==> src/hdl/bsl_pkg.sv <==
/*
  Constants, types and register map of the boot stream loader.
  Assumes a 20 MHz system clock and a Wishbone classic master.
*/
package bsl_pkg;
  // ==========================================================
  // Timing
  localparam int unsigned CLK_PERIOD_NS = 50;
  localparam int unsigned DET_TMO_NS    = 2000;
  localparam int unsigned DET_TMO_CYC   =
    (DET_TMO_NS + CLK_PERIOD_NS - 1) / CLK_PERIOD_NS;
  localparam logic [5:0]  DET_TMO       = 6'(DET_TMO_CYC);
  // ==========================================================
  // Flash opcodes
  localparam logic [7:0] OP_RESET   = 8'hFF;
  localparam logic [7:0] OP_READ_LO = 8'h00;
  localparam logic [7:0] OP_READ_HI = 8'h01;
  localparam logic [7:0] OP_SPARE   = 8'h50;
  localparam logic [7:0] OP_SIG     = 8'h90;
  localparam logic [7:0] OP_CONFIRM = 8'h30;
  localparam logic [7:0] ADDR_ZERO  = 8'h00;
  localparam logic [2:0] DET_LAST   = 3'h5;
  localparam logic [2:0] SIG_LAST   = 3'h2;
  localparam logic [2:0] SPG_LAST   = 3'h4;
  localparam logic [2:0] LPG_LAST   = 3'h6;
  localparam logic [1:0] SIG_BYTES  = 2'h3;
  localparam logic [7:0] SIG_NONE0  = 8'h00;
  localparam logic [7:0] SIG_NONE1  = 8'hFF;
  localparam logic [13:0] HALF_BYTES = 14'h0100;
  localparam logic [13:0] PAGE_MIN   = 14'h0400;
  // ==========================================================
  // Boot modes, reset kinds, pre-boot disables
  localparam logic [3:0] MODE_OTP  = 4'hB;
  localparam logic [3:0] MODE_NAND = 4'hD;
  localparam logic [3:0] MODE_H16  = 4'hE;
  localparam logic [3:0] MODE_H8   = 4'hF;
  localparam logic [1:0] RK_SW     = 2'h1;
  localparam logic [1:0] RK_HIB    = 2'h2;
  localparam int unsigned CFG_SKIP_PRE = 0;
  localparam int unsigned CFG_SKIP_LDR = 1;
  localparam int unsigned CFG_WAKE     = 2;
  localparam int unsigned DIS_NAND = 0;
  localparam int unsigned DIS_OTP  = 1;
  localparam int unsigned DIS_H16  = 2;
  localparam int unsigned DIS_H8   = 3;
  // ==========================================================
  // Stream layout
  localparam logic [7:0]  OTP_DEF_START = 8'h40;
  localparam logic [7:0]  OTP_LAST_PAGE = 8'hDF;
  localparam logic [7:0]  OTP_PRE_PAGE  = 8'h00;
  localparam logic [3:0]  OTP_LAST_BYTE = 4'hF;
  localparam logic [3:0]  HDR_LAST      = 4'hF;
  localparam logic [3:0]  HDR_FLAGS     = 4'h8;
  localparam int unsigned FLAG_FINAL    = 0;
  localparam logic [31:0] CALL_ADDR     = 32'hFFA0_0000;
  localparam logic [5:0]  CHUNK_LAST    = 6'h3F;
  // ==========================================================
  // Register byte offsets
  localparam logic [3:0] REG_STATUS = 4'h0;
  localparam logic [3:0] REG_ENTRY  = 4'h4;
  localparam logic [3:0] REG_OTPST  = 4'h8;
  localparam logic [3:0] REG_GEOM   = 4'hC;

  typedef enum logic [3:0] {
    S_INIT = 4'b0000, S_PRE  = 4'b0001, S_SEL  = 4'b0010,
    S_NDET = 4'b0011, S_NDRD = 4'b0100, S_NSIG = 4'b0101,
    S_NSRD = 4'b0110, S_NPG  = 4'b0111, S_NRD  = 4'b1000,
    S_OTP  = 4'b1001, S_HOST = 4'b1010, S_CALL = 4'b1011,
    S_JUMP = 4'b1100, S_DONE = 4'b1101, S_ERR  = 4'b1110
  } bsl_state_e;

  typedef struct packed {
    logic       cle;
    logic       ale;
    logic [7:0] dat;
  } bsl_nand_s;
endpackage

==> src/hdl/bsl_loader.sv <==
/*
  Boot stream loader: pre-boot, flash detection and page reads,
  OTP stream reads, host DMA intake, header parsing and jump.
  Assumes synchronous inputs, a Wishbone classic master and a
  flash link that answers one byte per read strobe.
*/
`timescale 1ns/1ps
// What this block does
// RL1: Small page uses FF, 00, 01, 50
// RL2: Large page: read four-byte signature first
// RL3: Decode page, spare, block, width from byte four; only the page size is decoded here
// RL4: Large page uses FF, 90, 00 addr 30
// RL5: Large devices ignore 50, enabling detection
// RL6: Large page always gets five address cycles
// RL7: Commands and addresses on low byte only
// RL8: OTP stream from page 40 through DF
// RL9: Mode E: host port 16-bit acknowledge, little-endian
// RL10: Mode F: host port 8-bit interrupt, little-endian
// RL11: Host writes blocks, checks permit flag first
// RL12: Wait-signal host still reads permit flag once
// RL13: 16-bit host polls ready before data
// RL14: 8-bit mode pulses ack per 64 bytes
// RL15: Host interrupt command calls FFA00000
// RL16: 16-byte headers, blocks, then jump to entry
// RL17: Toggle wait signal except in flash mode
// RL18: Pre-boot reads OTP, may disable modes
// RL19: Software reset bits skip stages or wake
// RL20: Wake from hibernate takes shorter path
// RL21: Small page geometry fixed, four address cycles
// RL22: Flash boot starts at block zero byte zero
// RL23: Little-endian header, error on bad signature
module bsl_loader
  import bsl_pkg::*;
#(
  parameter logic [31:0] ENTRY_DEF = 32'h0000_0000
)(
  // Clock, reset, enable
  input  wire logic        clk_i,
  input  wire logic        rst_i,
  input  wire logic        ce_i,
  // Straps and reset cause
  input  wire logic [3:0]  boot_mode_select_i,
  input  wire logic [1:0]  reset_kind_i,
  input  wire logic [2:0]  system_reset_config_i,
  // Wishbone slave
  input  wire logic        wb_cyc_i,
  input  wire logic        wb_stb_i,
  input  wire logic        wb_we_i,
  input  wire logic [3:0]  wb_adr_i,
  input  wire logic [3:0]  wb_sel_i,
  input  wire logic [31:0] wb_dat_i,
  output logic      [31:0] wb_dat_o,
  output logic             wb_ack_o,
  // Flash link
  output logic             nand_we_o,
  output logic             nand_cle_o,
  output logic             nand_ale_o,
  output logic      [15:0] nand_io_o,
  output logic             nand_re_o,
  input  wire logic        nand_busy_i,
  input  wire logic        nand_rvalid_i,
  input  wire logic [7:0]  nand_rdata_i,
  // OTP read port
  output logic             otp_req_o,
  output logic      [11:0] otp_addr_o,
  input  wire logic        otp_ack_i,
  input  wire logic [7:0]  otp_data_i,
  // Host DMA port
  input  wire logic        host_valid_i,
  input  wire logic [15:0] host_data_i,
  input  wire logic        host_interrupt_command_i,
  output logic             host_rdy_o,
  output logic             host_ack_o,
  output logic             host_wait_signal_o,
  output logic             allow_config_o,
  output logic             port_ready_o,
  output logic             hdma_wide_o,
  output logic             hdma_ack_mode_o,
  output logic             hdma_little_o,
  // Memory writes and control transfer
  output logic             wr_valid_o,
  output logic      [31:0] wr_addr_o,
  output logic      [7:0]  wr_data_o,
  output logic             call_o,
  output logic             jump_o,
  output logic      [31:0] target_o,
  output logic             done_o,
  output logic             error_o
);
  // ==========================================================
  // State
  bsl_state_e  state_q;
  logic [3:0]  mode_q;
  logic [7:0]  pre_q, sig_q, otp_start_q, opg_q;
  logic [31:0] entry_q, dst_q, cnt_q;
  logic [2:0]  step_q;
  logic [23:0] page_q;
  logic [13:0] left_q;
  logic [5:0]  tmo_q, chunk_q;
  logic [3:0]  hidx_q, oidx_q;
  logic [1:0]  sidx_q;
  logic        large_q, half_q, pend_q, pay_q, final_q, hi_q;
  logic [7:0]  hib_q;

  // ==========================================================
  // Decodes
  wire logic sw_rst  = reset_kind_i == RK_SW;
  wire logic wake    = reset_kind_i == RK_HIB
                     | (sw_rst & system_reset_config_i[CFG_WAKE]); // RL20
  wire logic skip_pre = wake
                     | (sw_rst & system_reset_config_i[CFG_SKIP_PRE]);
  wire logic skip_ldr = sw_rst & system_reset_config_i[CFG_SKIP_LDR]; // RL19
  wire logic is_nand = mode_q == MODE_NAND;
  wire logic is_h16  = mode_q == MODE_H16;
  wire logic is_h8   = mode_q == MODE_H8;
  wire logic issuing = state_q == S_NDET | state_q == S_NSIG
                     | state_q == S_NPG;
  wire logic [2:0] last_step =
    state_q == S_NDET ? DET_LAST :
    state_q == S_NSIG ? SIG_LAST : large_q ? LPG_LAST : SPG_LAST;
  wire logic step_go  = issuing & ~nand_busy_i;
  wire logic step_end = step_go & step_q == last_step;
  wire logic rd_state = state_q == S_NDRD | state_q == S_NSRD
                     | state_q == S_NRD;
  wire logic rd_go    = rd_state & ~pend_q & ~nand_busy_i
                     & ~(state_q == S_NDRD & tmo_q != 6'h00);
  wire logic rd_got   = rd_state & pend_q & nand_rvalid_i;
  wire logic det_tmo  = state_q == S_NDRD & tmo_q == DET_TMO;
  wire logic host_tk  = state_q == S_HOST & host_valid_i & host_rdy_o;
  wire logic [13:0] page_len =
    large_q ? 14'(PAGE_MIN << sig_q[1:0]) : HALF_BYTES; // RL3 RL21

  // Byte stream into the header parser
  wire logic src_v = (state_q == S_NRD & rd_got)
                   | (state_q == S_OTP & otp_ack_i)
                   | host_tk | (state_q == S_HOST & hi_q);
  wire logic [7:0] src_b =
    state_q == S_NRD ? nand_rdata_i :
    state_q == S_OTP ? otp_data_i :
    hi_q ? hib_q : host_data_i[7:0]; // RL9
  wire logic hdr_end  = src_v & ~pay_q & hidx_q == HDR_LAST;
  wire logic pay_end  = src_v & pay_q & cnt_q == 32'h1;
  wire logic blk_end  = hdr_end & cnt_q == 32'h0 | pay_end;
  // Payload bytes never carry the final flag
  wire logic fin_flag = pay_q | hidx_q > HDR_FLAGS ? final_q
                      : src_b[FLAG_FINAL];
  wire logic stream_done = blk_end & fin_flag; // RL16

  // Flash command/address for the current step
  function automatic bsl_nand_s nand_step(input bsl_state_e s,
    input logic [2:0] k, input logic lg, input logic hf,
    input logic [23:0] pg);
    bsl_nand_s  r;
    logic [2:0] i;
    r = '{cle: 1'b0, ale: 1'b1, dat: ADDR_ZERO};
    i = lg ? 3'(k - 3'h3) : 3'(k - 3'h2);
    if (k == 3'h0)
      r = '{cle: 1'b1, ale: 1'b0, dat: OP_RESET}; // RL1 RL4
    if (s == S_NDET && k == 3'h1)
      r.dat = OP_SPARE; // RL5
    else if (s == S_NSIG && k == 3'h1)
      r.dat = OP_SIG; // RL4
    if (s == S_NDET && k == 3'h1 || s == S_NSIG && k == 3'h1)
      r = '{cle: 1'b1, ale: 1'b0, dat: r.dat};
    if (s == S_NPG)
    begin
      if (k == 3'h0)
        r.dat = hf ? OP_READ_HI : OP_READ_LO; // RL1
      else if (lg && k == LPG_LAST)
        r = '{cle: 1'b1, ale: 1'b0, dat: OP_CONFIRM}; // RL4
      else if (k > (lg ? 3'h2 : 3'h1))
        r.dat = pg[8*i[1:0] +: 8]; // RL6 RL21
    end
    return r;
  endfunction
  wire bsl_nand_s cur = nand_step(state_q, step_q, large_q,
                                  half_q, page_q);

  // ==========================================================
  // Sequencer
  always_ff @(posedge clk_i)
    if (rst_i)
    begin
      state_q <= S_INIT;
      mode_q <= 4'h0;
      pre_q <= 8'h00;
      step_q <= 3'h0;
      tmo_q <= 6'h00;
      pend_q <= 1'b0;
      large_q <= 1'b0;
      sig_q <= 8'h00;
      sidx_q <= 2'h0;
      page_q <= 24'h0;
      half_q <= 1'b0;
      left_q <= 14'h0;
      opg_q <= OTP_DEF_START;
      oidx_q <= 4'h0;
      host_wait_signal_o <= 1'b0;
      error_o <= 1'b0;
    end
    else if (ce_i)
    begin
      step_q <= step_end ? 3'h0 : 3'(step_q + {2'h0, step_go});
      // Probe read is never answered by a large device; drop it
      pend_q <= (rd_go | (pend_q & ~nand_rvalid_i)) & ~det_tmo;
      unique case (state_q)
        S_INIT:
        begin
          mode_q <= boot_mode_select_i;
          state_q <= skip_ldr ? S_JUMP : skip_pre ? S_SEL : S_PRE;
          opg_q <= otp_start_q;
        end
        S_PRE:
          if (otp_ack_i)
          begin
            pre_q <= otp_data_i; // RL18
            state_q <= S_SEL;
          end
        S_SEL:
        begin
          host_wait_signal_o <= host_wait_signal_o ^ ~is_nand; // RL17
          if (is_nand & ~pre_q[DIS_NAND])
            state_q <= S_NDET; // RL22
          else if (mode_q == MODE_OTP & ~pre_q[DIS_OTP])
            state_q <= S_OTP;
          else if (is_h16 & ~pre_q[DIS_H16] | is_h8 & ~pre_q[DIS_H8])
            state_q <= S_HOST;
          else
            state_q <= S_ERR;
        end
        S_NDET:
          if (step_end)
            state_q <= S_NDRD;
        S_NDRD:
        begin
          tmo_q <= 6'(tmo_q + 6'h01);
          if (rd_got)
            state_q <= S_NPG;
          else if (tmo_q == DET_TMO)
          begin
            large_q <= 1'b1; // RL2
            state_q <= S_NSIG;
          end
        end
        S_NSIG:
          if (step_end)
            state_q <= S_NSRD;
        S_NSRD:
          if (rd_got)
          begin
            sidx_q <= 2'(sidx_q + 2'h1);
            sig_q <= nand_rdata_i;
            if (sidx_q == SIG_BYTES)
              state_q <= nand_rdata_i == SIG_NONE0
                       | nand_rdata_i == SIG_NONE1 ? S_ERR : S_NPG;
          end
        S_NPG:
          if (step_end)
          begin
            left_q <= page_len;
            state_q <= S_NRD;
          end
        S_NRD:
          if (stream_done)
            state_q <= S_JUMP;
          else if (rd_got & left_q == 14'h1)
          begin
            half_q <= ~large_q & ~half_q;
            if (large_q | half_q)
              page_q <= 24'(page_q + 24'h1);
            state_q <= S_NPG;
          end
          else if (rd_got)
            left_q <= 14'(left_q - 14'h1);
        S_OTP:
          if (stream_done)
            state_q <= S_JUMP;
          else if (otp_ack_i)
          begin
            oidx_q <= 4'(oidx_q + 4'h1);
            if (oidx_q == OTP_LAST_BYTE)
              opg_q <= 8'(opg_q + 8'h01);
            if (oidx_q == OTP_LAST_BYTE & opg_q == OTP_LAST_PAGE)
              state_q <= S_ERR; // RL8
          end
        S_HOST:
        begin
          if (blk_end & ~fin_flag)
            host_wait_signal_o <= ~host_wait_signal_o; // RL11
          if (stream_done)
            state_q <= S_JUMP;
          else if (host_interrupt_command_i)
            state_q <= S_CALL; // RL15
        end
        S_CALL:
          state_q <= S_HOST;
        S_JUMP:
          state_q <= S_DONE;
        S_DONE:
          state_q <= S_DONE;
        S_ERR:
        begin
          error_o <= 1'b1; // RL23
          state_q <= S_ERR;
        end
        default:
          state_q <= S_ERR;
      endcase
    end

  // ==========================================================
  // Header parser and memory writes
  always_ff @(posedge clk_i)
    if (rst_i)
    begin
      hidx_q <= 4'h0;
      pay_q <= 1'b0;
      final_q <= 1'b0;
      dst_q <= 32'h0;
      cnt_q <= 32'h0;
      wr_valid_o <= 1'b0;
      wr_addr_o <= 32'h0;
      wr_data_o <= 8'h00;
    end
    else if (ce_i)
    begin
      wr_valid_o <= src_v & pay_q;
      if (src_v & pay_q)
      begin
        wr_addr_o <= dst_q;
        wr_data_o <= src_b;
        dst_q <= 32'(dst_q + 32'h1);
        cnt_q <= 32'(cnt_q - 32'h1);
        pay_q <= ~pay_end;
      end
      else if (src_v)
      begin
        hidx_q <= 4'(hidx_q + 4'h1);
        if (hidx_q < 4'h4)
          dst_q[8*hidx_q[1:0] +: 8] <= src_b; // RL23
        else if (hidx_q < HDR_FLAGS)
          cnt_q[8*hidx_q[1:0] +: 8] <= src_b; // RL16
        else if (hidx_q == HDR_FLAGS)
          final_q <= src_b[FLAG_FINAL];
        if (hdr_end)
          pay_q <= cnt_q != 32'h0;
      end
    end

  // ==========================================================
  // Port outputs
  always_ff @(posedge clk_i)
    if (rst_i)
    begin
      nand_we_o <= 1'b0;
      nand_cle_o <= 1'b0;
      nand_ale_o <= 1'b0;
      nand_io_o <= 16'h0000;
      nand_re_o <= 1'b0;
      otp_req_o <= 1'b0;
      otp_addr_o <= 12'h000;
      host_rdy_o <= 1'b0;
      hi_q <= 1'b0;
      hib_q <= 8'h00;
      chunk_q <= 6'h00;
      host_ack_o <= 1'b0;
      allow_config_o <= 1'b0;
      port_ready_o <= 1'b0;
      hdma_wide_o <= 1'b0;
      hdma_ack_mode_o <= 1'b0;
      hdma_little_o <= 1'b0;
      call_o <= 1'b0;
      jump_o <= 1'b0;
      target_o <= 32'h0;
      done_o <= 1'b0;
    end
    else if (ce_i)
    begin
      nand_we_o <= step_go;
      nand_cle_o <= step_go & cur.cle;
      nand_ale_o <= step_go & cur.ale;
      nand_io_o <= {8'h00, cur.dat}; // RL7
      nand_re_o <= rd_go;
      otp_req_o <= (state_q == S_PRE | state_q == S_OTP)
                 & ~(otp_req_o & otp_ack_i) & ~stream_done;
      otp_addr_o <= state_q == S_PRE ? {OTP_PRE_PAGE, 4'h0}
                                     : {opg_q, oidx_q}; // RL8
      hi_q <= host_tk & is_h16;
      if (host_tk)
        hib_q <= host_data_i[15:8];
      host_rdy_o <= state_q == S_HOST & ~(host_tk & is_h16);
      if (host_tk)
        chunk_q <= 6'(chunk_q + 6'h01);
      host_ack_o <= is_h8 & (state_q == S_SEL
                  | host_tk & chunk_q == CHUNK_LAST); // RL14
      allow_config_o <= state_q == S_HOST & ~pay_q
                      & hidx_q == 4'h0; // RL11 RL12
      port_ready_o <= state_q == S_HOST & pay_q; // RL13
      if (state_q == S_SEL)
      begin
        hdma_wide_o <= is_h16; // RL9
        hdma_ack_mode_o <= is_h16; // RL10
        hdma_little_o <= is_h16 | is_h8;
      end
      call_o <= state_q == S_CALL;
      jump_o <= state_q == S_JUMP;
      if (state_q == S_CALL)
        target_o <= CALL_ADDR; // RL15
      else if (state_q == S_JUMP)
        target_o <= entry_q; // RL16 RL20
      done_o <= state_q == S_DONE;
    end

  // ==========================================================
  // Register slave
  wire logic wb_hit = wb_cyc_i & wb_stb_i & ~wb_ack_o;
  wire logic [31:0] rd_mux =
    wb_adr_i == REG_STATUS ? {12'h0, pre_q, 2'h0, large_q,
                              error_o, mode_q, state_q} :
    wb_adr_i == REG_ENTRY  ? entry_q :
    wb_adr_i == REG_OTPST  ? {24'h0, otp_start_q} :
    wb_adr_i == REG_GEOM   ? {18'h0, page_len} << 8 | 32'(sig_q) :
    32'h0;
  always_ff @(posedge clk_i)
    if (rst_i)
    begin
      wb_ack_o <= 1'b0;
      wb_dat_o <= 32'h0;
      entry_q <= ENTRY_DEF;
      otp_start_q <= OTP_DEF_START;
    end
    else if (ce_i)
    begin
      wb_ack_o <= wb_hit;
      wb_dat_o <= wb_hit & ~wb_we_i ? rd_mux : 32'h0;
      for (int b = 0; b < 4; b++)
        if (wb_hit & wb_we_i & wb_sel_i[b] & wb_adr_i == REG_ENTRY)
          entry_q[8*b +: 8] <= wb_dat_i[8*b +: 8];
      if (wb_hit & wb_we_i & wb_sel_i[0] & wb_adr_i == REG_OTPST)
        otp_start_q <= wb_dat_i[7:0];
    end

  // ==========================================================
  // Checks
  // Address cycles since the last command cycle
  logic [2:0] ale_cnt_q;
  always_ff @(posedge clk_i)
    if (rst_i)
      ale_cnt_q <= 3'h0;
    else if (ce_i & nand_we_o)
      ale_cnt_q <= nand_cle_o ? 3'h0 : 3'(ale_cnt_q + 3'h1);
endmodule

==> config.mk <==
export PLATFORM = sky130hd
export DESIGN_NAME = bsl_loader
export DESIGN_NICKNAME = d
export VERILOG_FILES = /design/src/hdl/bsl_pkg.sv /design/src/hdl/bsl_loader.sv
export SDC_FILE = /design/constraint.sdc
export NUM_CORES = 1
export LEC_CHECK = 0
export BUFFER_PORTS_ARGS = -buffer_cell sky130_fd_sc_hd__buf_2
export CORE_ASPECT_RATIO = 1.25
export CORE_UTILIZATION = 30
export DETAILED_ROUTE_END_ITERATION = 8
export PLACE_DENSITY_LB_ADDON = 0.2
export RECOVER_POWER = 100
export SYNTH_ARGS = -nofsm -noshare
export SYNTH_HDL_FRONTEND = slang
export SYNTH_SLANG_ARGS = --single-unit
==> constraint.sdc <==
create_clock -name clk_i -period 7.51 [get_ports clk_i]
set_input_delay 1.502 -clock clk_i [delete_from_list [all_inputs] [get_ports clk_i]]
set_output_delay 1.502 -clock clk_i [all_outputs]
set_load 0.05 [all_outputs]
==> metrics.cfg <==
[cts]
clk_root_buffer_cell=sky130_fd_sc_hd__clkbuf_16
clkSlewWorstSetupHoldPaths_ps=60
h-tree-depth=2
cts_made_buffers=41
tritoncts_clock_tree=yes
post_cts_hold_buffer_count=0
postCtsResizedCells=0
cts_max_path_buffers=3
clock-sinks=355
number_of_buffers_inserted_to_repair_setup_after_cts=0
insertion_delay_ps=590

[synth]
synthesis.area_per_instance_um2=8.03
yosysSeqAreaShare_pct=41.0
ys_warn_count=0
synth-seq-cells=355
netlist_instances=2158
synth.lib_cells_used.distinct=90
async_reset_ff_share_pct=0
synth_area_um2=17300
synth_enable_flop_cells=0
ys.flop_type=sky130_fd_sc_hd__dfxtp_1

[pwr]
power_per_unit_of_standard_cell_area_nw_per_um2=240
clock_power_share_pct=41.5
seq_power_share_pct=40.9
power_report.internal_total_mw=3.32
total_leakage_power_nw=7.17
switching_share_pct=31.5
ir_worst_vdd_mv=0.147
combinationalPowerShare_pct=17.7
p_switching_mw=1.53

[placed_design]
gp_routability_congestion=0.844
dp_hpwl_um=42000
port_buffers=234
dpl-instance-area_um2=19100

[worst_setup_path]
cp.arrival_ps=5870
critPathRequiredTime_ps=7950
cp-end-kind=register
startpoint_type=register
critical_path_class=register to register
reg2reg_slack_ps=2080
critical_path_peak_fanout=43

[floorplanning]
floorplan.core_area_um2=57100
placement_rows=98
num_io_pins=243
die_area_um2=58700
die_h_um=271
start_util_pct=30.3
die_width_um=217

[detailed_routing]
wire_per_inst_um=19.0
drc=0
detail_route.vias_per_cell=5.36
wirelength_um=59000
drtIter0Drc=1117
drtAntennaViolNets=0
total_via_count_in_the_routed_design=16600
drtPass1Iterations=6

[timing]
clock.fmax_mhz=184
timing.slew.headroom_pct=-146
setup_tns_ps=0
tightest_slew_ps=3690
report.final.setup_viol=0
finalClockSkew_ps=40.5
post-route-min-period_ps=5430
rsz0062_at_grt=false
timing_hold_violations_final=0
finalMaxSlewViolations=214
final_min_period_over_clock_period_pct=72.3

[final_layout]
final_nets=2431
fin_area_um2=20200
commonest_non_fill_non_tap_cell_in_the_layout=sky130_fd_sc_hd__dfxtp_1
flow.area_growth_from_synthesis_pct=16.8
layout-drive-gt1-share_pct=9.42
most-common-layout-cells=sky130_fd_sc_hd__dfxtp_1, sky130_fd_sc_hd__nor2_1, sky130_fd_sc_hd__nand2_1
fin_util_pct=35.4

[run_status]
violations=capacitance limit, slew limit
outcome=finished, violations left

[grt]
grt.total_usage_pct=19.6
grt_start_max_net_pins=141
grt_pass1_wl_um=91600
gr-total-overflow=0
initial_antenna_violation_count=18
first_global_vias=16100

[hold_path]
timing.hold.worst.class=register to register

[run]
number_of_violations_of_the_max_capacitance_limit=5

-- path summary, 6_finish.rpt --
kind	cells past startpoint	end	start
max reg2reg	9	dst_q[24]	state_q[0]
min	2	wr_addr_o[18]	wr_addr_o[18]
min reg2reg	2	wr_addr_o[18]	wr_addr_o[18]
max	9	dst_q[24]	state_q[0]
-- power by group through the flow --
stage	Combinational [mW]	Sequential (mW)	Clock (mW)
6_report	0.857	1.98	2.01
5_1_grt	0.927	1.99	2.15
4_1_cts	0.866	1.98	2.07
3_5_place_dp	0.863	2.03	0
3_3_place_gp	0.856	2.02	0
2_1_floorplan	0.564	2.03	0
-- synthesized netlist by cell type, types with 9 or more instances --
library cell	instances	share of area [%]
sky130_fd_sc_hd__nand2_1	227	4.9
sky130_fd_sc_hd__a211oi_1	22	0.95
sky130_fd_sc_hd__nor3_1	58	1.7
sky130_fd_sc_hd__o21ai_0	123	3.6
sky130_fd_sc_hd__a22oi_1	79	3.4
sky130_fd_sc_hd__nand3_1	45	1.3
sky130_fd_sc_hd__and3_1	21	0.76
sky130_fd_sc_hd__o22ai_1	12	0.43
sky130_fd_sc_hd__o32ai_1	22	1.1
sky130_fd_sc_hd__a21o_1	9	0.39
sky130_fd_sc_hd__nor2_1	323	7.0
sky130_fd_sc_hd__o31ai_1	14	0.61
sky130_fd_sc_hd__a21oi_1	180	5.2
sky130_fd_sc_hd__buf_4	11	0.48
sky130_fd_sc_hd__nor4_1	26	0.94
sky130_fd_sc_hd__a31oi_1	23	0.83
sky130_fd_sc_hd__buf_1	13	0.28
sky130_fd_sc_hd__xor2_1	17	0.86
sky130_fd_sc_hd__mux2i_1	86	5.0
sky130_fd_sc_hd__nand4_1	29	1.0
sky130_fd_sc_hd__buf_2	11	0.32
sky130_fd_sc_hd__nor2b_1	14	0.51
sky130_fd_sc_hd__nand2b_1	24	0.87
sky130_fd_sc_hd__ha_1	23	1.7
sky130_fd_sc_hd__or3_1	21	0.76
sky130_fd_sc_hd__nor3b_1	13	0.56
sky130_fd_sc_hd__inv_1	43	0.93
sky130_fd_sc_hd__clkbuf_1	117	2.5
sky130_fd_sc_hd__or4_1	15	0.65
sky130_fd_sc_hd__dfxtp_1	355	41
sky130_fd_sc_hd__xnor2_1	10	0.51
-- per-layer routing --
| layer | global-route usage, % | wire, um | vias up |
|---|---|---|---|
| met5 | 0 | 142 | - |
| met4 | 7.21 | 2150 | 24 |
| met3 | 4.81 | 3680 | 130 |
| met2 | 33.1 | 27900 | 468 |
| met1 | 24.0 | 25200 | 7896 |
| li1 | - | - | 8106 |
-- critical path, stage by stage, from the launching register on --
cell and delay (ps):
sky130_fd_sc_hd__dfxtp_1 490, sky130_fd_sc_hd__clkbuf_1 850, sky130_fd_sc_hd__nor4bb_1 290, sky130_fd_sc_hd__buf_4 320, sky130_fd_sc_hd__a2bb2oi_1 210, sky130_fd_sc_hd__a21oi_2 170, sky130_fd_sc_hd__clkbuf_1 1450, sky130_fd_sc_hd__o21ai_0 830
sky130_fd_sc_hd__o21bai_1 360, sky130_fd_sc_hd__a32o_1 280
-- kinds of logic (layout without fill, tap and decap cells) --
group	count (synthesis)	after routing	synth area share, %
AND/OR/NAND/NOR	878	878	24.2
AO/OA/AOI/OAI	583	583	21.6
flip-flops	355	355	41.0
buffers and inverters	199	379	4.76
multiplexers	92	92	5.36
XOR/XNOR	27	27	1.37
adder cells (fa/ha/maj)	23	23	1.66
other	1	14	0.0217
-- area by class of cell --
class | instances | area [um^2]
tap | 750 | 938
inverter | 44 | 165
fill | 6148 | 36900
multi-input combinational | 1611 | 9450
clock inverter | 9 | 101
sequential | 355 | 7110
clock buffer | 63 | 1260
antenna | 6 | 15.0
timing repair buffer | 263 | 1190
-- flip-flops by register name, summed over array words and instances (netlist names), 6 cells and up --
name / flops
entry_q: 32
cnt_q: 32
page_q: 24
wr_addr_o: 32
chunk_q: 6
hib_q: 8
dst_q: 32
nand_io_o: 8
opg_q: 8
left_q: 14
tmo_q: 6
wr_data_o: 8
otp_start_q: 8
wb_dat_o: 32
sig_q: 8
target_o: 32
pre_q: 8
otp_addr_o: 12
-- stage by stage --
step,setup WS (ps),total power [mW],std cells,hold slack [ps]
2_1_floorplan,3950,2.60,2165,440
3_3_place_gp,2920,2.88,3023,444
3_5_place_dp,2850,2.89,3023,444
4_1_cts,3260,4.92,3095,452
5_1_grt,1810,5.07,3101,474
6_report,2080,4.86,3101,451
(Power assumes the default switching activity.)
